--- src/cwt_cfg.svh ---
`ifndef CWT_CFG_SVH
`define CWT_CFG_SVH
// ----------------------------------------------------------------
// Clock and timing
// ----------------------------------------------------------------
`define CWT_CLK_NS 5
`define CWT_TICK_NS 100000
`define CWT_TICK_CYC (`CWT_TICK_NS / `CWT_CLK_NS)
`define CWT_FILT_NS 16000
`define CWT_FILT_CYC ((`CWT_FILT_NS + `CWT_CLK_NS - 1) / `CWT_CLK_NS)
`define CWT_INT_PULSE_CYC 8'h10
`define CWT_RST_PULSE_CYC 8'h20
// ----------------------------------------------------------------
// On-time codes and their lengths in 0.1 ms ticks
// ----------------------------------------------------------------
`define CWT_ON_OFF 3'h0
`define CWT_ON_STAT_HI 3'h6
`define CWT_ON_STAT_LO 3'h7
`define CWT_ON_T1 24'h000001
`define CWT_ON_T2 24'h000003
`define CWT_ON_T3 24'h00000A
`define CWT_ON_T4 24'h000064
`define CWT_ON_T5 24'h0000C8
// ----------------------------------------------------------------
// Periods in 0.1 ms ticks, 10 ms up to 1000 s in 1-2-5 steps
// ----------------------------------------------------------------
`define CWT_PER_0 24'h000064
`define CWT_PER_1 24'h0000C8
`define CWT_PER_2 24'h0001F4
`define CWT_PER_3 24'h0003E8
`define CWT_PER_4 24'h0007D0
`define CWT_PER_5 24'h001388
`define CWT_PER_6 24'h002710
`define CWT_PER_7 24'h004E20
`define CWT_PER_8 24'h00C350
`define CWT_PER_9 24'h0186A0
`define CWT_PER_10 24'h030D40
`define CWT_PER_11 24'h07A120
`define CWT_PER_12 24'h0F4240
`define CWT_PER_13 24'h1E8480
`define CWT_PER_14 24'h4C4B40
`define CWT_PER_15 24'h989680
`endif

--- src/cwt_pkg.sv ---
`default_nettype none
`include "cwt_cfg.svh"
package cwt_pkg;
	typedef enum logic [4:0] {
		CWT_NORMAL  = 5'h01,
		CWT_STOP    = 5'h02,
		CWT_SLEEP   = 5'h04,
		CWT_RESTART = 5'h08,
		CWT_FAIL    = 5'h10
	} cwt_mode_type;

	typedef enum logic [1:0] {
		CWT_S_IDLE = 2'h1,
		CWT_S_FILT = 2'h2
	} cwt_samp_type;

	function automatic logic [23:0] period_ticks(input logic [3:0] sel);
		case (sel)
			4'h0: period_ticks = `CWT_PER_0;
			4'h1: period_ticks = `CWT_PER_1;
			4'h2: period_ticks = `CWT_PER_2;
			4'h3: period_ticks = `CWT_PER_3;
			4'h4: period_ticks = `CWT_PER_4;
			4'h5: period_ticks = `CWT_PER_5;
			4'h6: period_ticks = `CWT_PER_6;
			4'h7: period_ticks = `CWT_PER_7;
			4'h8: period_ticks = `CWT_PER_8;
			4'h9: period_ticks = `CWT_PER_9;
			4'hA: period_ticks = `CWT_PER_10;
			4'hB: period_ticks = `CWT_PER_11;
			4'hC: period_ticks = `CWT_PER_12;
			4'hD: period_ticks = `CWT_PER_13;
			4'hE: period_ticks = `CWT_PER_14;
			default: period_ticks = `CWT_PER_15;
		endcase
	endfunction

	// Zero for the off and static codes, which do not run the timer.
	function automatic logic [23:0] on_ticks(input logic [2:0] sel);
		case (sel)
			3'h1: on_ticks = `CWT_ON_T1;
			3'h2: on_ticks = `CWT_ON_T2;
			3'h3: on_ticks = `CWT_ON_T3;
			3'h4: on_ticks = `CWT_ON_T4;
			3'h5: on_ticks = `CWT_ON_T5;
			default: on_ticks = 24'h000000;
		endcase
	endfunction
endpackage
`default_nettype wire

--- src/cwt_tick_if.sv ---
`timescale 1ns/1ps
`default_nettype none
interface cwt_tick_if;
	logic       clear;
	logic       start;
	logic [3:0] period_sel;
	logic [2:0] on_sel;
	logic       running;
	logic       on_window;
	logic       period_start;
	logic       first_start;
	logic       on_end;
	modport timer (input clear, start, period_sel, on_sel,
		output running, on_window, period_start, first_start, on_end);
	modport ctrl (output clear, start, period_sel, on_sel,
		input running, on_window, period_start, first_start, on_end);
endinterface
`default_nettype wire

--- src/cwt_period_timer.sv ---
`timescale 1ns/1ps
`default_nettype none
`include "cwt_cfg.svh"
module cwt_period_timer #(
	parameter int unsigned TICK_CYCLES = `CWT_TICK_CYC
) (
	// Clock and reset
	input wire logic    clk,
	input wire logic    rst,
	// Timer control and events
	cwt_tick_if.timer   tk
);
	logic [31:0] pre_q, pre_d;
	logic [23:0] cnt_q, cnt_d;
	logic        run_q, run_d;
	logic        pst_q, pst_d;
	logic        first_q, first_d;
	logic        end_q, end_d;
	logic [23:0] per;
	logic [23:0] on;
	logic        tick;

	always_comb begin
		per = cwt_pkg::period_ticks(tk.period_sel);
		on = cwt_pkg::on_ticks(tk.on_sel);
		tick = (pre_q == 32'(TICK_CYCLES - 1));
		pre_d = tick ? 32'h0 : pre_q + 32'h1;
		cnt_d = cnt_q;
		run_d = run_q;
		pst_d = 1'b0;
		first_d = first_q;
		end_d = 1'b0;
		if (tk.clear) begin
			pre_d = 32'h0;
			cnt_d = 24'h0;
			run_d = 1'b0;
			first_d = 1'b0;
		end else if (tk.start) begin
			// Writing an on-time restarts the period at once. (RL12)
			pre_d = 32'h0;
			cnt_d = 24'h0;
			run_d = (on != 24'h0);
			pst_d = (on != 24'h0);
			first_d = 1'b1;
		end else if (tick && run_q) begin
			if (cnt_q >= per - 24'h1) begin
				cnt_d = 24'h0;
				pst_d = 1'b1;
				first_d = 1'b0;
			end else begin
				cnt_d = cnt_q + 24'h1;
			end
			if (cnt_q == on - 24'h1) begin
				end_d = 1'b1;
			end
		end
	end

	always_ff @(posedge clk) begin
		if (rst) begin
			pre_q <= 32'h0;
			cnt_q <= 24'h0;
			run_q <= 1'b0;
			pst_q <= 1'b0;
			first_q <= 1'b0;
			end_q <= 1'b0;
		end else begin
			pre_q <= pre_d;
			cnt_q <= cnt_d;
			run_q <= run_d;
			pst_q <= pst_d;
			first_q <= first_d;
			end_q <= end_d;
		end
	end

	// Window opens at the start of each period and spans the on-time. (RL20)
	assign tk.on_window = run_q && (cnt_q < cwt_pkg::on_ticks(tk.on_sel));
	assign tk.running = run_q;
	assign tk.period_start = pst_q;
	assign tk.first_start = first_q;
	assign tk.on_end = end_q;
endmodule
`default_nettype wire

--- src/cwt_wake_timer.sv ---
`timescale 1ns/1ps
`default_nettype none
`include "cwt_cfg.svh"
// Functional notes
// (RL1) Fail-safe turns the high-side switch off and sense input to static.
// (RL2) Overcurrent or overtemperature in normal, stop or sleep turns the switch off.
// (RL3) A fault never clears the timer; only restart mode clears it.
// (RL4) Software arms cyclic sensing in normal mode before stop or sleep.
// (RL5) Sense wake sets its flag, interrupts in stop, restarts from sleep.
// (RL6) Sleep request with wake flags set restarts at once and pulses reset.
// (RL7) Software clears both wake status registers before requesting sleep.
// (RL8) Sleep overcurrent leaving only cyclic sense as wake source leaves sleep.
// (RL9) Timer wake source interrupts each period in normal and stop.
// (RL10) Timer wake source in sleep wakes through restart each period.
// (RL11) Software enables timer wake, then sets period and a valid on-time.
// (RL12) Writing on-time starts timer; every period start but the first interrupts.
// (RL13) Sixteen periods, 10 ms to 1000 s in 1-2-5 steps.
// (RL14) Five on-times plus static high and static low settings.
// (RL15) Cyclic sense and cyclic wake share one timer and setting.
// (RL16) High-side switch follows the timer when configured for it.
// (RL17) First sample is the reference; later change during on-time wakes.
// (RL18) A change counts only if stable through the filter after on-time.
// (RL19) Command fault is set when on-time exceeds the period.
// (RL20) Switch is on for exactly the on-time from each period start.
module cwt_wake_timer #(
	parameter int unsigned TICK_CYCLES = `CWT_TICK_CYC,
	parameter logic [7:0]  INT_PULSE   = `CWT_INT_PULSE_CYC,
	parameter logic [7:0]  RST_PULSE   = `CWT_RST_PULSE_CYC
) (
	// Clock and reset
	input wire logic                 clk,
	input wire logic                 rst,
	// Device mode
	input wire cwt_pkg::cwt_mode_type mode,
	input wire logic                 sleep_req,
	// Configuration
	input wire logic [3:0]           period_sel,
	input wire logic [2:0]           on_time_sel,
	input wire logic                 on_time_wr,
	input wire logic                 timer_wake_en,
	input wire logic                 sense_wake_en,
	input wire logic                 hs_timer_sel,
	input wire logic                 other_wake_en,
	// Wake status summary
	input wire logic                 wake_status_a_set,
	input wire logic                 wake_status_b_set,
	// Pins and analog fault flags
	input wire logic                 sense_wake_pin,
	input wire logic                 hs_overcurrent,
	input wire logic                 thermal_shutdown_level_two,
	// Outputs
	output logic                     high_side_switch,
	output logic                     static_sense,
	output logic                     sense_input_wake_flag,
	output logic                     timer_wake_flag,
	output logic                     sense_level,
	output logic                     interrupt_out_n,
	output logic                     reset_out_n,
	output logic                     restart_req,
	output logic                     command_fault
);
	localparam logic [11:0] FILT_CYC = 12'(`CWT_FILT_CYC);

	// ----------------------------------------------------------------
	// Synchronisers and timer
	// ----------------------------------------------------------------
	logic [2:0] s1_q, s2_q;
	always_ff @(posedge clk) begin
		if (rst) begin
			s1_q <= 3'h0;
			s2_q <= 3'h0;
		end else begin
			s1_q <= {thermal_shutdown_level_two, hs_overcurrent, sense_wake_pin};
			s2_q <= s1_q;
		end
	end
	logic pin_s, fault_s;
	assign pin_s = s2_q[0];
	assign fault_s = s2_q[1] | s2_q[2];

	cwt_tick_if tk();
	// One timer serves both sensing and wake with one setting. (RL15)
	assign tk.clear = (mode == cwt_pkg::CWT_RESTART); // RL3
	assign tk.start = on_time_wr;
	assign tk.period_sel = period_sel; // RL13
	assign tk.on_sel = on_time_sel; // RL14
	cwt_period_timer #(.TICK_CYCLES(TICK_CYCLES)) u_timer (
		.clk (clk),
		.rst (rst),
		.tk  (tk)
	);

	// ----------------------------------------------------------------
	// Control state
	// ----------------------------------------------------------------
	cwt_pkg::cwt_samp_type st_q, st_d;
	logic [11:0] fcnt_q, fcnt_d;
	logic        samp_q, samp_d, ref_q, ref_d, refv_q, refv_d;
	logic        flt_q, flt_d, hs_q, hs_d, ss_q, ss_d;
	logic        swf_q, swf_d, twf_q, twf_d, rr_q, rr_d, cf_q, cf_d;
	logic [7:0]  ic_q, ic_d, rc_q, rc_d;
	logic        int_q, int_d, rst_q, rst_d;
	logic        run_mode, fs, cyc_on, sense_ev, timer_ev, wake_ev, over, int_ev, rst_ev;

	always_comb begin
		run_mode = (mode == cwt_pkg::CWT_NORMAL) || (mode == cwt_pkg::CWT_STOP)
			|| (mode == cwt_pkg::CWT_SLEEP);
		fs = (mode == cwt_pkg::CWT_FAIL);
		over = cwt_pkg::on_ticks(on_time_sel) > cwt_pkg::period_ticks(period_sel);
		// Fault latches the switch off until the next on-time write; a new fault wins over it.
		flt_d = (fault_s & run_mode) | (flt_q & !on_time_wr); // RL2
		cyc_on = hs_timer_sel && tk.running && !flt_d && !fs;
		hs_d = 1'b0;
		if (!flt_d && !fs && hs_timer_sel) begin // RL1 RL2
			hs_d = (on_time_sel == `CWT_ON_STAT_HI) || tk.on_window; // RL16 RL20
		end
		ss_d = !cyc_on; // RL1 RL2
		st_d = st_q;
		fcnt_d = fcnt_q;
		samp_d = samp_q;
		ref_d = ref_q;
		refv_d = refv_q;
		sense_ev = 1'b0;
		case (st_q)
			cwt_pkg::CWT_S_IDLE: begin
				if (tk.on_end && cyc_on && sense_wake_en) begin
					samp_d = pin_s;
					fcnt_d = 12'h0;
					st_d = cwt_pkg::CWT_S_FILT; // RL18
				end
			end
			cwt_pkg::CWT_S_FILT: begin
				if (pin_s != samp_q || !cyc_on) begin
					st_d = cwt_pkg::CWT_S_IDLE; // RL18
				end else if (fcnt_q == FILT_CYC - 12'h1) begin
					sense_ev = refv_q && (samp_q != ref_q); // RL17
					ref_d = samp_q;
					refv_d = 1'b1;
					st_d = cwt_pkg::CWT_S_IDLE;
				end else begin
					fcnt_d = fcnt_q + 12'h1;
				end
			end
			default: st_d = cwt_pkg::CWT_S_IDLE;
		endcase
		if (on_time_wr || tk.clear) begin
			refv_d = 1'b0; // RL17
			st_d = cwt_pkg::CWT_S_IDLE;
		end
		timer_ev = tk.period_start && !tk.first_start && timer_wake_en; // RL12
		wake_ev = sense_ev || timer_ev;
		swf_d = sense_ev; // RL5
		twf_d = timer_ev;
		int_ev = wake_ev && (mode == cwt_pkg::CWT_NORMAL || mode == cwt_pkg::CWT_STOP); // RL5 RL9
		// The fault itself kills cyc_on, so the lost-source check looks at the timer directly.
		rr_d = (wake_ev && mode == cwt_pkg::CWT_SLEEP) // RL5 RL10
			|| (sleep_req && (wake_status_a_set || wake_status_b_set)) // RL6
			|| (mode == cwt_pkg::CWT_SLEEP && fault_s && !flt_q && hs_timer_sel && tk.running
				&& sense_wake_en && !other_wake_en && !timer_wake_en); // RL8
		rst_ev = rr_d; // RL6
		ic_d = int_ev ? INT_PULSE : ((ic_q != 8'h0) ? ic_q - 8'h1 : 8'h0);
		rc_d = rst_ev ? RST_PULSE : ((rc_q != 8'h0) ? rc_q - 8'h1 : 8'h0);
		int_d = (ic_d != 8'h0);
		rst_d = (rc_d != 8'h0);
		cf_d = over; // RL19
	end

	always_ff @(posedge clk) begin
		if (rst) begin
			st_q <= cwt_pkg::CWT_S_IDLE;
			fcnt_q <= 12'h0;
			samp_q <= 1'b0;
			ref_q <= 1'b0;
			refv_q <= 1'b0;
			flt_q <= 1'b0;
			hs_q <= 1'b0;
			ss_q <= 1'b1;
			swf_q <= 1'b0;
			twf_q <= 1'b0;
			rr_q <= 1'b0;
			cf_q <= 1'b0;
			ic_q <= 8'h0;
			rc_q <= 8'h0;
			int_q <= 1'b0;
			rst_q <= 1'b0;
		end else begin
			st_q <= st_d;
			fcnt_q <= fcnt_d;
			samp_q <= samp_d;
			ref_q <= ref_d;
			refv_q <= refv_d;
			flt_q <= flt_d;
			hs_q <= hs_d;
			ss_q <= ss_d;
			swf_q <= swf_d;
			twf_q <= twf_d;
			rr_q <= rr_d;
			cf_q <= cf_d;
			ic_q <= ic_d;
			rc_q <= rc_d;
			int_q <= int_d;
			rst_q <= rst_d;
		end
	end

	assign high_side_switch = hs_q;
	assign static_sense = ss_q;
	assign sense_input_wake_flag = swf_q;
	assign timer_wake_flag = twf_q;
	assign sense_level = ref_q;
	assign interrupt_out_n = !int_q;
	assign reset_out_n = !rst_q;
	assign restart_req = rr_q;
	assign command_fault = cf_q;
endmodule
`default_nettype wire

--- config.mk ---
export PLATFORM = sky130hd
export DESIGN_NAME = cwt_wake_timer
export DESIGN_NICKNAME = d
export VERILOG_FILES = /design/src/cwt_pkg.sv /design/src/cwt_tick_if.sv /design/src/cwt_period_timer.sv /design/src/cwt_wake_timer.sv
export VERILOG_INCLUDE_DIRS = /design/src
export SDC_FILE = /design/constraint.sdc
export NUM_CORES = 1
export LEC_CHECK = 0
export BUFFER_PORTS_ARGS = -buffer_cell sky130_fd_sc_hd__buf_2
export CAP_MARGIN = 20
export CORE_UTILIZATION = 57
export CTS_CLUSTER_DIAMETER = 150
export DETAILED_ROUTE_END_ITERATION = 7
export PLACE_DENSITY = 0.78
export SLEW_MARGIN = 5
export SYNTH_ARGS = -nofsm -noshare
export SYNTH_HDL_FRONTEND = slang
export SYNTH_HIERARCHICAL = 1
export SYNTH_SLANG_ARGS = --single-unit
--- constraint.sdc ---
create_clock -name clk -period 3.9 [get_ports clk]
set_input_delay 0.975 -clock clk [delete_from_list [all_inputs] [get_ports clk]]
set_output_delay 0.975 -clock clk [all_outputs]
set_load 0.03 [all_outputs]
Yosys cells after proc, flatten, opt, wreduce, memory -nomap -nowiden
Memory sizes are Yosys's and may differ from the RTL's.
Cells that the tools add are included.
Storage, ports and cells
  output and inout port bits: 9
  ROM bits: 672
  logic and storage cells: 149
  memories: 2
  bits of input ports: 25
  flip-flop bits (word level): 108
Memories
  (no name shown): depth 16, width 21, rd ports 1, clocked after memory_dff 0, write ports 0, line cwt_pkg.sv:18  | case (sel)
  (no name shown): depth 16, width 21, rd ports 1, clocked after memory_dff 0, write ports 0, line cwt_pkg.sv:18
Cells by class
  muxes and demuxes: 24
  reductions and logical operators: 60
  order comparisons: 3
  eq/ne operators: 22
  bitwise gates (word level): 7
  add/sub/neg operators: 7
Operators by type and width (count)
  case mux 8 bit (5 select lines): 1
  two-way mux 12 bit: 3
  adder 32 x 1 -> 32 bit, second input constant: 1
  equality test 32 x 15 -> 1 bit, second input constant: 1
  two-way mux 8 bit: 4
  nonzero test 8 bit: 4
  adder 24 x 1 -> 24 bit, second input constant: 1
  equality test 24 bit: 1
  >= comparator 24 bit: 1
  greater-than comparator 24 bit: 1
  < comparator 24 x 8 -> 1 bit: 1
  two-way mux 24 bit: 1
  case mux 12 bit (2 select lines): 1
  nonzero test 24 bit: 1
  subtractor 24 x 1 -> 24 bit, second input constant: 1
  logical AND 1 bit: 22
  subtractor 8 x 1 -> 8 bit, second input constant: 2
  adder 12 x 1 -> 12 bit, second input constant: 1
  equality test 12 bit, second input constant: 1
  zero test 1 bit: 10
  two-way mux 1 bit: 10
  equality test 3 bit, second input constant: 3
  logical OR 1 bit: 9
  subtractor 8 x 1 -> 9 bit, second input constant: 1
  24 further kinds: 41

Depth between registers and ports, before layout
  depth in word-level cells: 18
  mapped depth: 16
  mapped depth without buffers: 15

Modules after synthesis
Netlist, hierarchy kept.
By module, submodules not included
  cwt_period_timer: sequential area each 1201.2 um^2, area an instance 4530.6 um^2, times used 1, cells an instance 580
  cwt_wake_timer: sequential area each 960.9 um^2, area an instance 2751.4 um^2, times used 1, cells an instance 322

Worst setup path after synthesis
Ideal clock, no wire load.
  path type: input to register
  start point: in on_time_sel[1]
  end point: reg u_timer.end_q, in the netlist u_timer/tk.on_end
  path slack: -0.038 ns
  stages on the path: 14
  data arrival time: 3.846 ns
  data required time: 3.808 ns
  setup time: 0.092 ns
  path through: clkbuf_1 inv_1 ha_1 clkbuf_1 a21o_1 a221oi_1 nor3_1 ha_1 or3_1 a211oi_1 nand4_1 a2111oi_0 nand4_1 nor4_1
On the way
  cells in the longest elaborated chain, start to end: 5
RTL lines
  start, declared: line cwt_wake_timer.sv:38  | input wire logic [2:0] on_time_sel,
  equality test 3 bit, or another cell as far along: line cwt_pkg.sv:40  | case (sel)
  case mux 8 bit (5 select lines) (*): line cwt_pkg.sv:40
  subtractor 8 x 1 -> 9 bit (*): line cwt_period_timer.sv:53  | if (cnt_q == on - 24'h1) begin
  equality test 24 bit (*): line cwt_period_timer.sv:53
  two-way mux 1 bit (*): line cwt_period_timer.sv:53
  end signal, assigned: line cwt_period_timer.sv:73  | end_q <= end_d;
  end, declared: line cwt_period_timer.sv:18  | logic end_q, end_d;
Every way passes the cells marked *; elsewhere a longest branch is shown, timed or not.
A chain may end at the register's enable or synchronous reset.

Final worst setup path
  start point: in period_sel[1]
  end point: reg u_timer.cnt_q[0]
On the way
  cells in the longest elaborated chain, start to end: 4
RTL lines
  start, declared: line cwt_wake_timer.sv:37  | input wire logic [3:0] period_sel,
  memory (16 x 21 bit)
  subtractor 24 x 1 -> 24 bit: line cwt_period_timer.sv:46  | if (cnt_q >= per - 24'h1) begin
  >= comparator 24 bit: line cwt_period_timer.sv:46
  two-way mux 24 bit: line cwt_period_timer.sv:46
  end signal, assigned: line cwt_period_timer.sv:69  | cnt_q <= cnt_d;
  end, declared: line cwt_period_timer.sv:14  | logic [23:0] cnt_q, cnt_d;
No other way between the ends.

==> summary.md <==
| Metric | Value |
|---|---|
| Outcome | `finished clean` |
| Largest net degree at the start of global routing | `33` |
| Asr flop ratio synth | `0%` |
| Peak supply drop | `275 uV` |
| Vias | `roughly 6600` |
| Nets | `~1000` |
| Cts hold-fix bufs | `0` |
| DPL Wire Length | `approximately 11000 um` |
| Inserted Clock Buffers | `9` |
| Vias per Instance | `5.99` |
| Rows | `40` |
| DRT Wirelength | `16200 um` |
| Final period util | `about 91%` |
| Fill count | `between 1000 and 1500` |
| # H-tree levels | `3` |
| Sequential share of the synthesized area | `roughly 30%` |
| Synth Instances | `902` |
| RSZ-0062 raised after global routing | `no` |
| Yosys warns | `6` |
| Overflow after GRT | `0` |
| Final max-slew violation count | `0` |
| Max Clk Rate | `283 MHz` |
| Kind of critical path | `in2reg` |
| Netlist cell types | `75` |
| Vias in the first global route | `5745` |
| Final Cell Area | `roughly 8000 um^2` |
| Main synth FF type | `dfxtp_1` |
| Required time worst endpoint | `4160 ps` |
| Post-CTS setup buffers | `0` |
| Post-synthesis average cell area | `8.07 um^2` |
| Layout cells sized above 1 | `a little over a tenth` |
| Clock transition at the registers of the reported paths | `about 70 ps` |
| Layout Skew | `10.1 ps` |
| Max FO, Critical Path | `17` |
| #FFs+latches synth | `around 110` |
| Clock Latency Late Sink | `roughly 350 ps` |
| Most frequent cells in the layout | `dfxtp_1 (108), nand2_1 (84), nor2_1 (83)` |
| GRT Total Usage | `between 20% and 30%` |
| Routability congestion estimate | `slightly above 0.9` |
| Resized Gates After CTS | `0` |
| WL/cell | `approximately 15 um` |
| Global-route wire length before repair | `27200 um` |
| DRT antenna net count | `0` |
| Highest Signal Layer | `met4` |
| Post-Route Setup TNS | `0 ps` |
| Maximum clock path buffer count | `2` |
| Antenna cells | `0` |
| Pwr/cell area | `around 390 nW/um^2` |
| Lkg Pwr | `around 3.1 nW` |
| Final hold vios | `0` |
| Die X | `around 120 um` |
| DR iter-0 viols | `590` |
| Netlist Area Pre-Place | `approximately 7300 um^2` |
| Drt drc | `0` |
| FF-to-FF setup slack | `roughly 1500 ps` |
| Antenna violations before repair | `0` |
| Worst Path Arrival | `~3800 ps` |
| DR WL met3 | `652 um` |
| CTS tree | `built` |
| Crit path time final | `3530 ps` |
| Max Cap Viol | `0` |
| EDFF count, synth | `0` |
| Met2 WL post-DR | `7440 um` |
| Place WS | `~63 ps` |
| Die Footprint | `around 13000 um^2` |
| Initial Util | `between 50% and 60%` |
| Worst Setup End Kind | `flip-flop` |
| Placed instance area | `between 7000 and 8000 um^2` |
| Slew @ Worst Pin | `632 ps` |
| Layout Cells excl Fill | `between 1000 and 1500` |
| IO Port Bufs | `33` |
| Area Growth Syn to Fin | `9.48%` |
| Setup-failing EPs final | `0` |
| Die Ht | `115 um` |
| CTS sink cnt | `between 100 and 150` |
| Io pins | `34` |
| Synth Net Count | `a little under 1000` |
| CP startpoint kind | `input pin` |
| Most common cell after layout, fill and taps aside | `dfxtp_1` |
| CTS root buf | `clkbuf_16` |
| Min setup slack post-route | `approximately 370 ps` |
| Core outline area | `12200 um^2` |
| Hold Path Class | `reg2reg` |
| Total power | `0.00313 W` |
| Placed cell count | `between 1000 and 1500` |
| Worst slew margin | `between 50 and 60%` |
| DRT Pass-1 Iters | `5` |
| Met1 wire length | `7820 um` |
-- layer usage --
layer  GRT usage, %  vias to the layer above
met5              0                        -
met4           8.23                        0
met3           3.37                       20
met2           41.3                      173
met1           34.7                     3073
li1               -                     3338
-- cell usage after synthesis (all sizes together), types with 12 or more instances --
| library cell | count | share of area [%] |
|---|---|---|
| dfxtp | 108 | 30 |
| nand2 | 85 | 4.4 |
| nor2 | 83 | 4.3 |
| ha | 63 | 11 |
| nand3 | 48 | 3.3 |
| a21oi | 43 | 3.0 |
| inv | 42 | 2.2 |
| xor2 | 37 | 4.5 |
| o21ai | 36 | 2.5 |
| nand4 | 32 | 2.8 |
| nor3 | 28 | 2.3 |
| clkbuf | 23 | 1.2 |
| xnor2 | 23 | 2.8 |
| a31oi | 19 | 1.6 |
| nor4 | 19 | 2.1 |
| and3 | 17 | 1.5 |
| nor2b | 14 | 1.2 |
| and2 | 13 | 1.1 |
| o31ai | 13 | 1.3 |
| or4 | 13 | 1.4 |
| and4 | 12 | 1.5 |
| buf | 12 | 1.2 |
-- worst max-delay path: stages --
cell and delay, ps:
buf_2 120, inv_1 160, ha_1 280, nand2_1 70, o21ai_0 90, nand2_1 80, ha_1 230, xor2_1 170
ha_1 300, nand2_1 70, o2111ai_1 140, and4_1 230, a211oi_2 200, buf_4 240, buf_12 160, nand3_1 80
a21oi_1 200
-- cell families (layout without fill, tap and decap cells) --
kind of cell / Yosys count / count (layout) / synth area share, %
AO/OA/AOI/OAI: 171 / 171 / 15.2
XOR/XNOR: 60 / 60 / 7.22
adder cells (fa/ha/maj): 63 / 63 / 10.8
buffers and inverters: 77 / 109 / 4.59
flip-flops: 108 / 108 / 29.7
multiplexers: 11 / 11 / 1.56
other: 1 / 1 / 0.0515
AND/OR/NAND/NOR: 411 / 411 / 30.9
-- layout make-up --
class	instances	area [um^2]	share of cell area (%)
inverters	42	158	1.98
clock buffers	10	239	3.00
repair buffers	51	313	3.92
multi-input cells	717	4810	60.3
flip-flops and latches	108	2160	27.1
clock inverters	6	80.1	1.00
well taps	168	210	2.64
-- final timing paths --
path | start | depth (start not counted) | to
setup / recovery | period_sel[1] | 17 | u_timer/cnt_q[0]
hold reg to reg | s1_q[1] | 1 | s2_q[1]
hold / removal | s1_q[1] | 1 | s2_q[1]
setup reg to reg | u_timer/cnt_q[22] | 9 | u_timer/cnt_q[0]
-- stage by stage --
stage | utilization (%) | hold WS, ps
5_1_grt | 65.3 | 458
4_1_cts | 65.3 | 449
6_report | 65.3 | 442
3_3_place_gp | 62.7 | 425
3_5_place_dp | 62.7 | 430
2_1_floorplan | - | 413
-- state kept, by name (all words and copies together) (netlist names), 2 cells and up --
| name | cells |
|---|---|
| s2_q | 3 |
| st_q | 2 |
| s1_q | 3 |
| u_timer/pre_q | 32 |
| ic_q | 8 |
| fcnt_q | 12 |
| rc_q | 8 |
| u_timer/cnt_q | 24 |
-- power breakdown --
group          switching, W  total, W  internal (W)
Combinational      0.000487  0.000877      0.000390
Clock              0.000438  0.000968      0.000530
Sequential        0.0000903   0.00129       0.00120
Total               0.00101   0.00313       0.00212
(Power assumes the default switching activity.)
